<file path="config.mk">
export PLATFORM = sky130hd
export DESIGN_NAME = ieee488_talk_listen
export DESIGN_NICKNAME = d
export VERILOG_FILES = /design/src/hw/ieee488_pkg.sv /design/src/hw/ieee488_talk_listen.sv /design/src/hw/byte_fifo.sv
export SDC_FILE = /design/constraint.sdc
export NUM_CORES = 1
export LEC_CHECK = 0
export ABC_AREA = 1
export BUFFER_PORTS_ARGS = -buffer_cell sky130_fd_sc_hd__buf_2
export CAP_MARGIN = 20
export CORE_MARGIN = 8
export CORE_UTILIZATION = 54
export CTS_BUF_LIST = sky130_fd_sc_hd__clkbuf_2
export CTS_CLUSTER_DIAMETER = 150
export DETAILED_ROUTE_END_ITERATION = 12
export PLACE_DENSITY = 0.87
export SETUP_SLACK_MARGIN = 0.05
export SLEW_MARGIN = 5
export SYNTH_ARGS = -nofsm -noshare
export SYNTH_HDL_FRONTEND = slang
export SYNTH_SLANG_ARGS = --single-unit
</file>
<file path="constraint.sdc">
create_clock -name core_clk -period 2.6 [get_ports core_clk]
set_input_delay 0.52 -clock core_clk [delete_from_list [all_inputs] [get_ports core_clk]]
set_output_delay 0.52 -clock core_clk [all_outputs]
set_load 0.02 [all_outputs]
</file>
<file path="src/hw/ieee488_pkg.sv">
package ieee488_pkg;
    // =====================================================================
    // Addressing
    localparam logic [4:0] ADDR_MAX = 5'h1e;
    localparam logic [4:0] ADDR_FACTORY = 5'h12;
    localparam logic [4:0] ADDR_UNL = 5'h1f;
    // =====================================================================
    // Command groups on DIO with ATN asserted (7-bit codes)
    localparam logic [1:0] GRP_ACG_UCG = 2'h0;
    localparam logic [1:0] GRP_LAG = 2'h1;
    localparam logic [1:0] GRP_TAG = 2'h2;
    localparam logic [1:0] GRP_SCG = 2'h3;
    localparam logic [6:0] CMD_SDC = 7'h04;
    localparam logic [6:0] CMD_GET = 7'h08;
    localparam logic [6:0] CMD_GTL = 7'h01;
    localparam logic [6:0] CMD_LLO = 7'h11;
    localparam logic [6:0] CMD_DCL = 7'h14;
    localparam logic [6:0] CMD_SPE = 7'h18;
    localparam logic [6:0] CMD_SPD = 7'h19;
    // =====================================================================
    // Status byte bit positions
    localparam int STB_RQS = 6;
    localparam int STB_MAV = 4;
    // =====================================================================
    // Source handshake states
    typedef enum logic [1:0] {
        SRC_IDLE = 2'b00,
        SRC_WAIT_RFD = 2'b01,
        SRC_DAV = 2'b10,
        SRC_RELEASE = 2'b11
    } src_state_t;
endpackage

</file>
<file path="src/hw/ieee488_talk_listen.sv">
`timescale 1ns/1ns
module ieee488_talk_listen #(
    parameter int FIFO_DEPTH = 16
) (
    // Clock and reset
    input wire logic core_clk,
    input wire logic rst_n,
    // Non-volatile settings, applied after reset release
    input wire logic nv_valid,
    input wire logic [4:0] nv_addr,
    input wire logic [7:0] nv_ese,
    input wire logic [7:0] nv_sre,
    input wire logic power_up_status_clear_choice,
    input wire logic factory_config,
    // Bus control lines, active low as on the cable
    input wire logic atn_n,
    input wire logic ifc_n,
    input wire logic ren_n,
    input wire logic eoi_n_in,
    output logic eoi_n_out,
    output logic eoi_n_oe,
    // Data lines, active low
    input wire logic [7:0] dio_n_in,
    output logic [7:0] dio_n_out,
    output logic dio_n_oe,
    // Handshake lines
    input wire logic dav_n_in,
    output logic dav_n_out,
    output logic dav_n_oe,
    input wire logic nrfd_n_in,
    output logic nrfd_n_out,
    output logic nrfd_n_oe,
    input wire logic ndac_n_in,
    output logic ndac_n_out,
    output logic ndac_n_oe,
    output logic srq_n_out,
    output logic srq_n_oe,
    // Received data to the parser
    output logic rx_valid,
    output logic [7:0] rx_data,
    output logic rx_end,
    input wire logic rx_ready,
    // Output queue from the response formatter
    input wire logic tx_valid,
    input wire logic [7:0] tx_data,
    input wire logic tx_last,
    output logic tx_ready,
    // Status and service request
    input wire logic [7:0] status_byte,
    input wire logic service_req,
    // Front panel
    input wire logic panel_key,
    input wire logic panel_entry_busy,
    input wire logic panel_local_key,
    output logic panel_key_ok,
    output logic panel_abort,
    // State reported to firmware
    output logic remote_ff,
    output logic lockout_ff,
    output logic talker_ff,
    output logic listener_ff,
    output logic dev_clear,
    output logic pon_event,
    output logic [4:0] bus_addr,
    output logic [7:0] ese_ff,
    output logic [7:0] sre_ff
);
    // =====================================================================
    // Declarations
    logic [4:0] addr_ff, nxt_addr;
    logic [7:0] nxt_ese, nxt_sre;
    logic cfg_done_ff, nxt_cfg_done, pon_ff, nxt_pon;
    logic nxt_remote, nxt_lockout, nxt_talker, nxt_listener;
    logic spoll_ff, nxt_spoll, clr_ff, nxt_clr, abort_ff, nxt_abort;
    logic srq_ff, nxt_srq, keyok_ff, nxt_keyok;
    logic acc_ff, nxt_acc;
    ieee488_pkg::src_state_t src_ff, nxt_src;
    logic [7:0] sdata_ff, nxt_sdata;
    logic seoi_ff, nxt_seoi;
    logic rxv_ff, nxt_rxv, rxe_ff, nxt_rxe;
    logic [7:0] rxd_ff, nxt_rxd;
    logic acc_on, byte_in, cmd_in, data_in;
    logic [7:0] bus_byte;
    logic q_valid, q_ready, q_last;
    logic [7:0] q_data;
    logic [8:0] q_word;

    // Output queue buffered between formatter and source handshake
    byte_fifo #(.WIDTH(9), .DEPTH(FIFO_DEPTH)) u_outq (
        .core_clk(core_clk),
        .rst_n(rst_n),
        .flush(clr_ff),
        .in_valid(tx_valid),
        .in_data({tx_last, tx_data}),
        .in_ready(tx_ready),
        .out_valid(q_valid),
        .out_data(q_word),
        .out_ready(q_ready)
    );
    assign q_data = q_word[7:0];
    assign q_last = q_word[8];

    // =====================================================================
    // Acceptor: a byte is latched when DAV falls while we hold NRFD off
    always_comb begin
        bus_byte = ~dio_n_in;
        // Accept commands always, data only while listening; otherwise
        // leave NRFD and NDAC alone so our own talker can finish
        acc_on = !atn_n || listener_ff;
        byte_in = !dav_n_in && !acc_ff && acc_on;
        cmd_in = byte_in && !atn_n;
        data_in = byte_in && atn_n && !rxv_ff;
        nxt_acc = acc_ff;
        if (!acc_ff && (cmd_in || data_in)) begin
            nxt_acc = 1'b1;
        end else if (acc_ff && dav_n_in) begin
            nxt_acc = 1'b0;
        end
        nxt_rxv = rxv_ff && !rx_ready;
        nxt_rxd = rxd_ff;
        nxt_rxe = rxe_ff;
        if (data_in) begin
            nxt_rxv = 1'b1;
            nxt_rxd = bus_byte;
            nxt_rxe = !eoi_n_in;
        end
        if (clr_ff) begin
            nxt_rxv = 1'b0;
        end
    end

    // =====================================================================
    // Settings, addressing, remote/local and clear
    always_comb begin
        nxt_cfg_done = cfg_done_ff || nv_valid;
        nxt_addr = addr_ff;
        nxt_ese = ese_ff;
        nxt_sre = sre_ff;
        nxt_pon = 1'b0;
        if (nv_valid && !cfg_done_ff) begin
            // Out-of-range stored value falls back to factory address
            nxt_addr = (factory_config || nv_addr > ieee488_pkg::ADDR_MAX) ?
                ieee488_pkg::ADDR_FACTORY : nv_addr;
            nxt_ese = nv_ese;
            nxt_sre = nv_sre;
            nxt_pon = power_up_status_clear_choice;
        end
        nxt_remote = remote_ff;
        nxt_lockout = lockout_ff;
        nxt_talker = talker_ff;
        nxt_listener = listener_ff;
        nxt_spoll = spoll_ff;
        nxt_clr = 1'b0;
        nxt_abort = 1'b0;
        if (cmd_in) begin
            unique case (bus_byte[6:5])
                ieee488_pkg::GRP_LAG: begin
                    if (bus_byte[4:0] == ieee488_pkg::ADDR_UNL) begin
                        nxt_listener = 1'b0;
                    end else if (bus_byte[4:0] == addr_ff) begin
                        nxt_listener = 1'b1;
                        nxt_talker = 1'b0;
                        nxt_remote = !ren_n;
                    end
                end
                ieee488_pkg::GRP_TAG: begin
                    if (bus_byte[4:0] == addr_ff) begin
                        nxt_talker = 1'b1;
                        nxt_listener = 1'b0;
                    end else begin
                        nxt_talker = 1'b0;
                    end
                end
                // Secondary codes carry no meaning here
                ieee488_pkg::GRP_SCG: ;
                ieee488_pkg::GRP_ACG_UCG: begin
                    if (bus_byte[6:0] == ieee488_pkg::CMD_DCL ||
                        (bus_byte[6:0] == ieee488_pkg::CMD_SDC &&
                         listener_ff)) begin
                        nxt_clr = 1'b1;
                    end
                    // Lockout is a bus message too, so it also goes remote
                    if (bus_byte[6:0] == ieee488_pkg::CMD_LLO) begin
                        nxt_lockout = 1'b1;
                        nxt_remote = !ren_n;
                    end
                    if (bus_byte[6:0] == ieee488_pkg::CMD_GTL &&
                        listener_ff) begin
                        nxt_remote = 1'b0;
                    end
                    if (bus_byte[6:0] == ieee488_pkg::CMD_SPE) begin
                        nxt_spoll = 1'b1;
                    end
                    if (bus_byte[6:0] == ieee488_pkg::CMD_SPD) begin
                        nxt_spoll = 1'b0;
                    end
                    // GET and all other codes here pass untouched
                end
            endcase
        end
        // Data to us is a bus message: go remote, drop panel entry
        if (data_in) begin
            nxt_remote = !ren_n;
            nxt_abort = panel_entry_busy;
        end
        if (cmd_in && bus_byte[6:5] == ieee488_pkg::GRP_LAG &&
            bus_byte[4:0] == addr_ff) begin
            nxt_abort = panel_entry_busy;
        end
        if (remote_ff && !lockout_ff && panel_local_key) begin
            nxt_remote = 1'b0;
        end
        if (ren_n) begin
            nxt_remote = 1'b0;
            nxt_lockout = 1'b0;
        end
        if (!ifc_n) begin
            nxt_talker = 1'b0;
            nxt_listener = 1'b0;
            nxt_spoll = 1'b0;
        end
        // Panel keys pass only in local state
        nxt_keyok = panel_key && !nxt_remote;
    end

    // =====================================================================
    // Source handshake for response bytes and poll status
    always_comb begin
        nxt_src = src_ff;
        nxt_sdata = sdata_ff;
        nxt_seoi = seoi_ff;
        q_ready = 1'b0;
        unique case (src_ff)
            ieee488_pkg::SRC_IDLE: begin
                if (talker_ff && atn_n && spoll_ff) begin
                    nxt_sdata = {status_byte[7], srq_ff, status_byte[5:0]};
                    nxt_seoi = 1'b0;
                    nxt_src = ieee488_pkg::SRC_WAIT_RFD;
                end else if (talker_ff && atn_n && q_valid) begin
                    q_ready = 1'b1;
                    nxt_sdata = q_data;
                    nxt_seoi = q_last;
                    nxt_src = ieee488_pkg::SRC_WAIT_RFD;
                end
            end
            ieee488_pkg::SRC_WAIT_RFD: begin
                if (nrfd_n_in) begin
                    nxt_src = ieee488_pkg::SRC_DAV;
                end
            end
            ieee488_pkg::SRC_DAV: begin
                if (ndac_n_in) begin
                    nxt_src = ieee488_pkg::SRC_RELEASE;
                end
            end
            ieee488_pkg::SRC_RELEASE: begin
                nxt_src = ieee488_pkg::SRC_IDLE;
            end
        endcase
        if (!atn_n || !talker_ff || clr_ff) begin
            nxt_src = ieee488_pkg::SRC_IDLE;
        end
        // Poll answer drops the request for one cycle once taken; service_req raises it again
        nxt_srq = service_req &&
                  !(src_ff == ieee488_pkg::SRC_RELEASE && spoll_ff);
    end

    // =====================================================================
    // Registers
    always_ff @(posedge core_clk or negedge rst_n) begin
        if (!rst_n) begin
            cfg_done_ff <= 1'b0;
            addr_ff <= ieee488_pkg::ADDR_FACTORY;
            ese_ff <= 8'h00;
            sre_ff <= 8'h00;
            pon_ff <= 1'b0;
            remote_ff <= 1'b0;
            lockout_ff <= 1'b0;
            talker_ff <= 1'b0;
            listener_ff <= 1'b0;
            spoll_ff <= 1'b0;
            clr_ff <= 1'b0;
            abort_ff <= 1'b0;
            keyok_ff <= 1'b0;
            srq_ff <= 1'b0;
            acc_ff <= 1'b0;
            src_ff <= ieee488_pkg::SRC_IDLE;
            sdata_ff <= 8'h00;
            seoi_ff <= 1'b0;
            rxv_ff <= 1'b0;
            rxd_ff <= 8'h00;
            rxe_ff <= 1'b0;
        end else begin
            cfg_done_ff <= nxt_cfg_done;
            addr_ff <= nxt_addr;
            ese_ff <= nxt_ese;
            sre_ff <= nxt_sre;
            pon_ff <= nxt_pon;
            remote_ff <= nxt_remote;
            lockout_ff <= nxt_lockout;
            talker_ff <= nxt_talker;
            listener_ff <= nxt_listener;
            spoll_ff <= nxt_spoll;
            clr_ff <= nxt_clr;
            abort_ff <= nxt_abort;
            keyok_ff <= nxt_keyok;
            srq_ff <= nxt_srq;
            acc_ff <= nxt_acc;
            src_ff <= nxt_src;
            sdata_ff <= nxt_sdata;
            seoi_ff <= nxt_seoi;
            rxv_ff <= nxt_rxv;
            rxd_ff <= nxt_rxd;
            rxe_ff <= nxt_rxe;
        end
    end

    // =====================================================================
    // Pin drive; ATN, IFC and REN have no driver at all
    assign dio_n_out = ~sdata_ff;
    assign dio_n_oe = src_ff != ieee488_pkg::SRC_IDLE;
    assign eoi_n_out = ~seoi_ff;
    assign eoi_n_oe = src_ff != ieee488_pkg::SRC_IDLE && seoi_ff;
    assign dav_n_out = 1'b0;
    assign dav_n_oe = src_ff == ieee488_pkg::SRC_DAV;
    assign nrfd_n_out = 1'b0;
    // Hold off until parser drains; commands under ATN never wait
    assign nrfd_n_oe = acc_on && (acc_ff || (rxv_ff && atn_n));
    assign ndac_n_out = 1'b0;
    assign ndac_n_oe = acc_on && !acc_ff;
    assign srq_n_out = 1'b0;
    assign srq_n_oe = srq_ff;
    assign rx_valid = rxv_ff;
    assign rx_data = rxd_ff;
    assign rx_end = rxe_ff;
    assign panel_key_ok = keyok_ff;
    assign panel_abort = abort_ff;
    assign dev_clear = clr_ff;
    assign pon_event = pon_ff;
    assign bus_addr = addr_ff;

    // =====================================================================
    // Checks
    AST_TALK_DROPS_LISTEN: assert property (@(posedge core_clk)
        disable iff (!rst_n) $rose(talker_ff) |-> !listener_ff)
        else $error("listener kept while talker");
    AST_LISTEN_DROPS_TALK: assert property (@(posedge core_clk)
        disable iff (!rst_n) $rose(listener_ff) |-> !talker_ff)
        else $error("talker kept while listener");
    AST_REMOTE_PANEL: assert property (@(posedge core_clk)
        disable iff (!rst_n) remote_ff |-> !panel_key_ok)
        else $error("panel key passed in remote");
    AST_DCL: assert property (@(posedge core_clk)
        disable iff (!rst_n) (cmd_in && bus_byte[6:0] == ieee488_pkg::CMD_DCL)
        |=> dev_clear)
        else $error("DCL did not clear");
    AST_LOCKOUT: assert property (@(posedge core_clk)
        disable iff (!rst_n) (lockout_ff && remote_ff && !ren_n && !cmd_in)
        |=> remote_ff)
        else $error("local key worked under lockout");
    AST_ADDR_RANGE: assert property (@(posedge core_clk)
        disable iff (!rst_n) bus_addr <= ieee488_pkg::ADDR_MAX)
        else $error("address out of range");
    AST_DAV_AFTER_RFD: assert property (@(posedge core_clk)
        disable iff (!rst_n) $rose(dav_n_oe) |-> $past(nrfd_n_in))
        else $error("DAV asserted without ready");
    AST_ABORT: assert property (@(posedge core_clk)
        disable iff (!rst_n) (data_in && panel_entry_busy) |=> panel_abort)
        else $error("panel entry not aborted");
endmodule

</file>
<file path="src/hw/byte_fifo.sv">
`timescale 1ns/1ns
module byte_fifo #(
    parameter int WIDTH = 8,
    parameter int DEPTH = 16
) (
    // Clock and reset
    input wire logic core_clk,
    input wire logic rst_n,
    input wire logic flush,
    // Fill side
    input wire logic in_valid,
    input wire logic [WIDTH-1:0] in_data,
    output logic in_ready,
    // Drain side
    output logic out_valid,
    output logic [WIDTH-1:0] out_data,
    input wire logic out_ready
);
    localparam int AW = $clog2(DEPTH);
    logic [WIDTH-1:0] mem [DEPTH];
    logic [AW:0] wr_ff, rd_ff, nxt_wr, nxt_rd;
    logic do_wr, do_rd;

    // =====================================================================
    // Pointers carry one extra bit to tell full from empty
    always_comb begin
        in_ready = (wr_ff - rd_ff) != (AW+1)'(DEPTH);
        out_valid = wr_ff != rd_ff;
        out_data = mem[rd_ff[AW-1:0]];
        do_wr = in_valid && in_ready;
        do_rd = out_valid && out_ready;
        nxt_wr = flush ? '0 : wr_ff + (AW+1)'(do_wr);
        nxt_rd = flush ? '0 : rd_ff + (AW+1)'(do_rd);
    end

    always_ff @(posedge core_clk or negedge rst_n) begin
        if (!rst_n) begin
            wr_ff <= '0;
            rd_ff <= '0;
        end else begin
            wr_ff <= nxt_wr;
            rd_ff <= nxt_rd;
        end
    end

    // Storage has no reset; only the pointers matter
    always_ff @(posedge core_clk) begin
        if (do_wr && !flush) begin
            mem[wr_ff[AW-1:0]] <= in_data;
        end
    end
endmodule

</file>
# == Word-level counts from Yosys, hierarchy flattened ==
# Memory sizes are Yosys's and may differ from the RTL's.
# Index checks and enable logic that the tools add are counted.
# totals
in_bits,64
memories,1
register_bits,64
out_inout_bits,59
ramBits,144
# classes
addsub,3
n_eq_ne,26
mux,57
n_lt_le_gt_ge,1
n_bitwise,3
n_reduce_logical,63
# mem_list
name,words,width,read_ports,rd_clocked_by_memory_dff,wr,line_no,rtl
u_outq.mem,16,9,1,0,1,byte_fifo.sv:20,logic [WIDTH-1:0] mem [DEPTH];
# op_table
cell,n
1-bit two-way mux,43
7-bit by 5-bit == test with 1-bit output (second input constant),4
1-bit logical AND,28
8-bit two-way mux,2
8-bit inverter,2
5-bit two-way mux,3
1-bit logical NOT,13
3-bit inequality test (second input constant),4
2-bit nonzero test,6
5-bit by 1-bit adder with 5-bit output,2
2-bit two-way mux,5
3-bit by 1-bit inequality test with 1-bit output (second input constant),3
3-bit AND reduction,3
1-bit logical OR,8
4-bit inequality test (second input constant),2
2-bit case mux with 4 select lines,1
4-bit AND reduction,2
7-bit by 1-bit == test with 1-bit output (second input constant),1
7-bit by 3-bit == test with 1-bit output (second input constant),1
2-bit == test (second input constant),3
1-bit case mux with 2 select lines,3
5-bit == test,1
5-bit == test (second input constant),1
5-bit greater-than comparator (second input constant),1
other kinds (8),11

# == Depth between registers and ports, before layout ==
# depth
ltp_word,11
mapped_depth,16
ltp_nobuf,15

# == Hierarchy ==
# From an unflattened synthesis, not the netlist that was laid out.
# hier_totals
cells_unflattened,866
area_unflattened_um2,9086.2
# by_module_without_submodules
module,area_each_um2,cells_per_inst,n_inst
byte_fifo,6486.2,540,1
ieee488_talk_listen,2600.0,326,1

# == Worst setup path after synthesis ==
# Ideal clock, no wire load.
# synth_path
path_type,reg-to-reg
start,register u_outq.rd_ff[1]
end,memory u_outq.mem[15][0] (enable)
synth_period_minus_slack_ns,2.548
required_ns,2.226
path_buffers,2
arrival_ns,2.174
path_stages_with_launch,13
slack_ns,0.052
setup_time_ns,0.374
path_cell_list,dfrtp_1 -> buf_4 -> inv_1 -> ha_1 -> inv_1 -> o21bai_4 -> nand2_2 -> a21oi_1 -> o21ai_0 -> nand2_2 -> nand3_4 -> buf_6 -> nor2_1
# synth_between
elab_chain_cells,6
# synth_rtl
element,line_no,rtl
"start, declared",byte_fifo.sv:21,"logic [AW:0] wr_ff, rd_ff, nxt_wr, nxt_rd;"
"start signal, assigned",byte_fifo.sv:42,rd_ff <= nxt_rd;
5-bit subtractor,byte_fifo.sv:27,in_ready = (wr_ff - rd_ff) != (AW+1)'(DEPTH);
5-bit inequality test,byte_fifo.sv:27,
net tx_ready,ieee488_talk_listen.sv:47,"output logic tx_ready,"
1-bit logical AND,byte_fifo.sv:30,do_wr = in_valid && in_ready;
1-bit logical AND,byte_fifo.sv:48,if (do_wr && !flush) begin
1-bit two-way mux,byte_fifo.sv:48,
1-bit two-way mux (implied by the code),byte_fifo.sv:49,mem[wr_ff[AW-1:0]] <= in_data;
"end, declared",byte_fifo.sv:20,
# The timed path passes the listed nets, and every way through them passes these cells.

# == Worst setup path in the final report ==
# layout_path
start,register u_outq.rd_ff[1]
end,output port tx_ready
# layout_between
elab_chain_cells,2
# layout_rtl
element,line_no
5-bit subtractor,byte_fifo.sv:27
5-bit inequality test,byte_fifo.sv:27
"end, declared",ieee488_talk_listen.sv:47
# Every way passes these cells.

==> impl_metrics.tcl <==
set metrics [dict create \
    max-clock-path-buffers 3 \
    cts.htree.levels 2 \
    rr_worst_depth 13 \
    violations "setup timing" \
    slew_violations 0 \
    critical_path_required_ns 2.08 \
    pwr_density_cell_nw_per_um2 954 \
    hold_path.class "primary input to flop" \
    finClkSkew_ns 0.0695 \
    yosysWarnings 0 \
    stdcell_area_um2 10800 \
    synth_fa_ha_area_frac 0.0165 \
    worstPathArrival_ns 2.28 \
    synth_compound_area_frac 0.0859 \
    drt_pass1_iterations 5 \
    synth_enable_flop_cells 144 \
    final-setup-viol-count 1 \
    synth_top_family_by_area "simple AND/OR/NAND/NOR gates" \
    die_w_um 146 \
    grt_pass1_wl_um 36600 \
    fill_cells 1219 \
    syn_area_per_cell_um2 10.2 \
    cts_made_buffers 51 \
    dp.cells 1221 \
    instances_no_fill 1358 \
    syn_inst 891 \
    ys.flop_type "edfxtp_1" \
    hold_viol 0 \
    grt_pass1_vias 7306 \
    hold_ws_ns 0.0783 \
    maxCapViolCount 0 \
    overflow 0 \
    start_util 0.549 \
    rsz0062_at_grt "true" \
    outcome "finished with violations" \
    ys_ff_latch 208 \
    fin_crit_ns 2.80 \
    grt_max_degree 81 \
    drtIter0Drc 788 \
    layout-drive-gt1-share 0.223 \
    yosys.area_share.simple 0.186 \
    postRouteAntennaNets 0 \
    period_share 1.08 \
    tritoncts "built" \
    routabilityCongestion 0.852 \
    dieArea_um2 21200 \
    io_buffers 117 \
    grtUsageTotal 0.214 \
    synthArstFlopShare 0.308 \
    final_core_util 0.656 \
    end_kind "primary output" \
    dpl.hpwl_um 14500 \
    cts_root_buffer "clkbuf_2" \
    synth_xor_area_frac 0.00289 \
    leakagePower_nw 4.83 \
    drc 0 \
    seq_area_frac_synth 0.653 \
    io_pins 123 \
    antenna_found_initial 3 \
    finish.net_count 1171 \
    dpl_cell_area_um2 9950 \
    setup_slack_ns -0.196 \
    fmax_mhz 358 \
    core_um2 16500 \
    slew_headroom 0.488 \
    cts.sinks 208 \
    area_delta_synth_final_pct 19.4 \
    worst_slew_pin_slew_ns 0.768 \
    row_count 47 \
    irDropWorstVdd_v 0.000744 \
    synthDistinctLibCells 37 \
    clk_pin_slew_worst_paths_ns 0.11 \
    muxShareOfSynthArea 0 \
    whs_path_depth 4 \
    critPathKind "flop to primary output" \
    via_count 7204 \
    viasPerCell 5.30 \
    detail_route.wl_per_cell_um 17.0 \
    synth_area_um2 9080 \
    wirelength_um 23000 \
    critPathMaxFanout 4 \
    die_h_um 146 \
    start_kind "flop" \
    clock_latency_ns 0.78 \
]
## cell families (layout without fill, tap and decap cells)
family / Yosys count / after routing
simple gates: 415 / 415
flops: 208 / 208
compound gates: 140 / 140
buf+inv: 112 / 353
fa+ha+maj: 12 / 12
xor+xnor: 3 / 3
other cells: 1 / 7
## worst max-delay path, cell delays in order, from the launching register on
cell and delay (ns):
dfrtp_1 0.38, inv_2 0.08, ha_4 0.28, inv_4 0.03, o21bai_4 0.13, nand2_2 0.08
nand3b_1 0.11, nor2_1 0.06, nor2_2 0.15, nand2_2 0.07, buf_6 0.14
## where the power goes
| group | leakage, nW | switching (mW) | internal [mW] |
|---|---|---|---|
| Combinational | 2.39 | 2.70 | 1.30 |
| Clock | 0.352 | 1.27 | 0.776 |
| Sequential | 2.10 | 0.251 | 4.05 |
## sequential cells by signal (all words and copies together), names as in the netlist, 2 cells and up
signal	cells
rx_data	8
src_ff	2
sdata_ff	8
u_outq.mem	144
ese_ff	8
bus_addr	5
u_outq.rd_ff	5
sre_ff	8
u_outq.wr_ff	5
## layer usage
layer  GRT usage  share of wire
met1       0.252           0.38
met2       0.361           0.50
met3      0.0507          0.086
met4       0.107          0.036
met5           0              0
## synthesized netlist by cell type, drive strengths merged, types with 3 or more instances
cell,number,share of area
edfxtp,144,0.48
nor3,4,0.0022
a31oi,18,0.012
nand4,4,0.0028
nand3,46,0.027
clkbuf,13,0.0054
inv,74,0.031
o22ai,4,0.0028
o211ai,8,0.0066
nor2,110,0.048
nand2,248,0.10
dfrtp,62,0.17
buf,25,0.020
a21oi,26,0.014
ha,12,0.017
a21boi,3,0.0025
o21ai,78,0.043
## per-stage QoR
stage / worst slack [ns] / TNS [ns] / power [mW]
floorplan: 0.0519 / 0 / 6.95
global placement: 0.271 / 0 / 8.00
detailed placement: 0.201 / 0 / 8.14
CTS: -0.261 / -0.261 / 10.3
global route: -0.337 / -0.337 / 11.0
finish: -0.196 / -0.196 / 10.3
## layout by cell type (no fill, tap or decap), types with 4 or more instances in the layout
cell type / Yosys / final
clkinv_1: 0 / 13
dfrtp_1: 62 / 60
nand2_1: 245 / 245
buf_2: 12 / 116
a31oi_1: 18 / 18
clkinv_2: 0 / 4
o211ai_1: 8 / 8
inv_2: 4 / 6
buf_4: 8 / 29
inv_1: 70 / 68
o22ai_1: 4 / 4
nor2_2: 1 / 5
a21oi_1: 26 / 26
ha_1: 12 / 11
clkbuf_2: 0 / 75
edfxtp_1: 144 / 144
nand4_1: 4 / 4
conb_1: 1 / 4
dlygate4sd3_1: 0 / 39
o21ai_0: 70 / 69
o21ai_1: 7 / 8
nor2_1: 108 / 104
nand3_1: 44 / 44
## worst paths after layout
kind,from,slack [ns],end
max in group asynchronous,rst_n,1.57,bus_addr[1]
hold reg to reg,ese_ff[7],0.47,ese_ff[7]
setup reg to reg,u_outq.rd_ff[1],0.22,u_outq.mem[0][4]
setup / recovery,u_outq.rd_ff[1],-0.20,tx_ready
min in group asynchronous,rst_n,0.21,panel_key_ok
hold / removal,panel_local_key,0.08,remote_ff
## final cells by class
class | instances | area [µm²] | area share
Antenna cell | 3 | 7.51 | 0.000692
Clock buffer | 75 | 375 | 0.0346
Clock inverter | 18 | 72.6 | 0.00669
Inverter | 74 | 280 | 0.0258
Multi-Input combinational cell | 574 | 2680 | 0.247
Sequential cell | 208 | 5930 | 0.547
Tap cell | 220 | 275 | 0.0254
Timing Repair Buffer | 186 | 1220 | 0.112
## what timing repair did
| item | in CTS | in global routing |
|---|---|---|
| hold endpoints to repair | 55 | 0 |
| setup buffers | 2 | 0 |
| endpoints found under the setup margin | 1 | 15 |
| pin swaps | 4 | 3 |
| gates resized for setup | 9 | 4 |
| hold buffers | 39 | 0 |
Power figures use the tool's default switching activity.
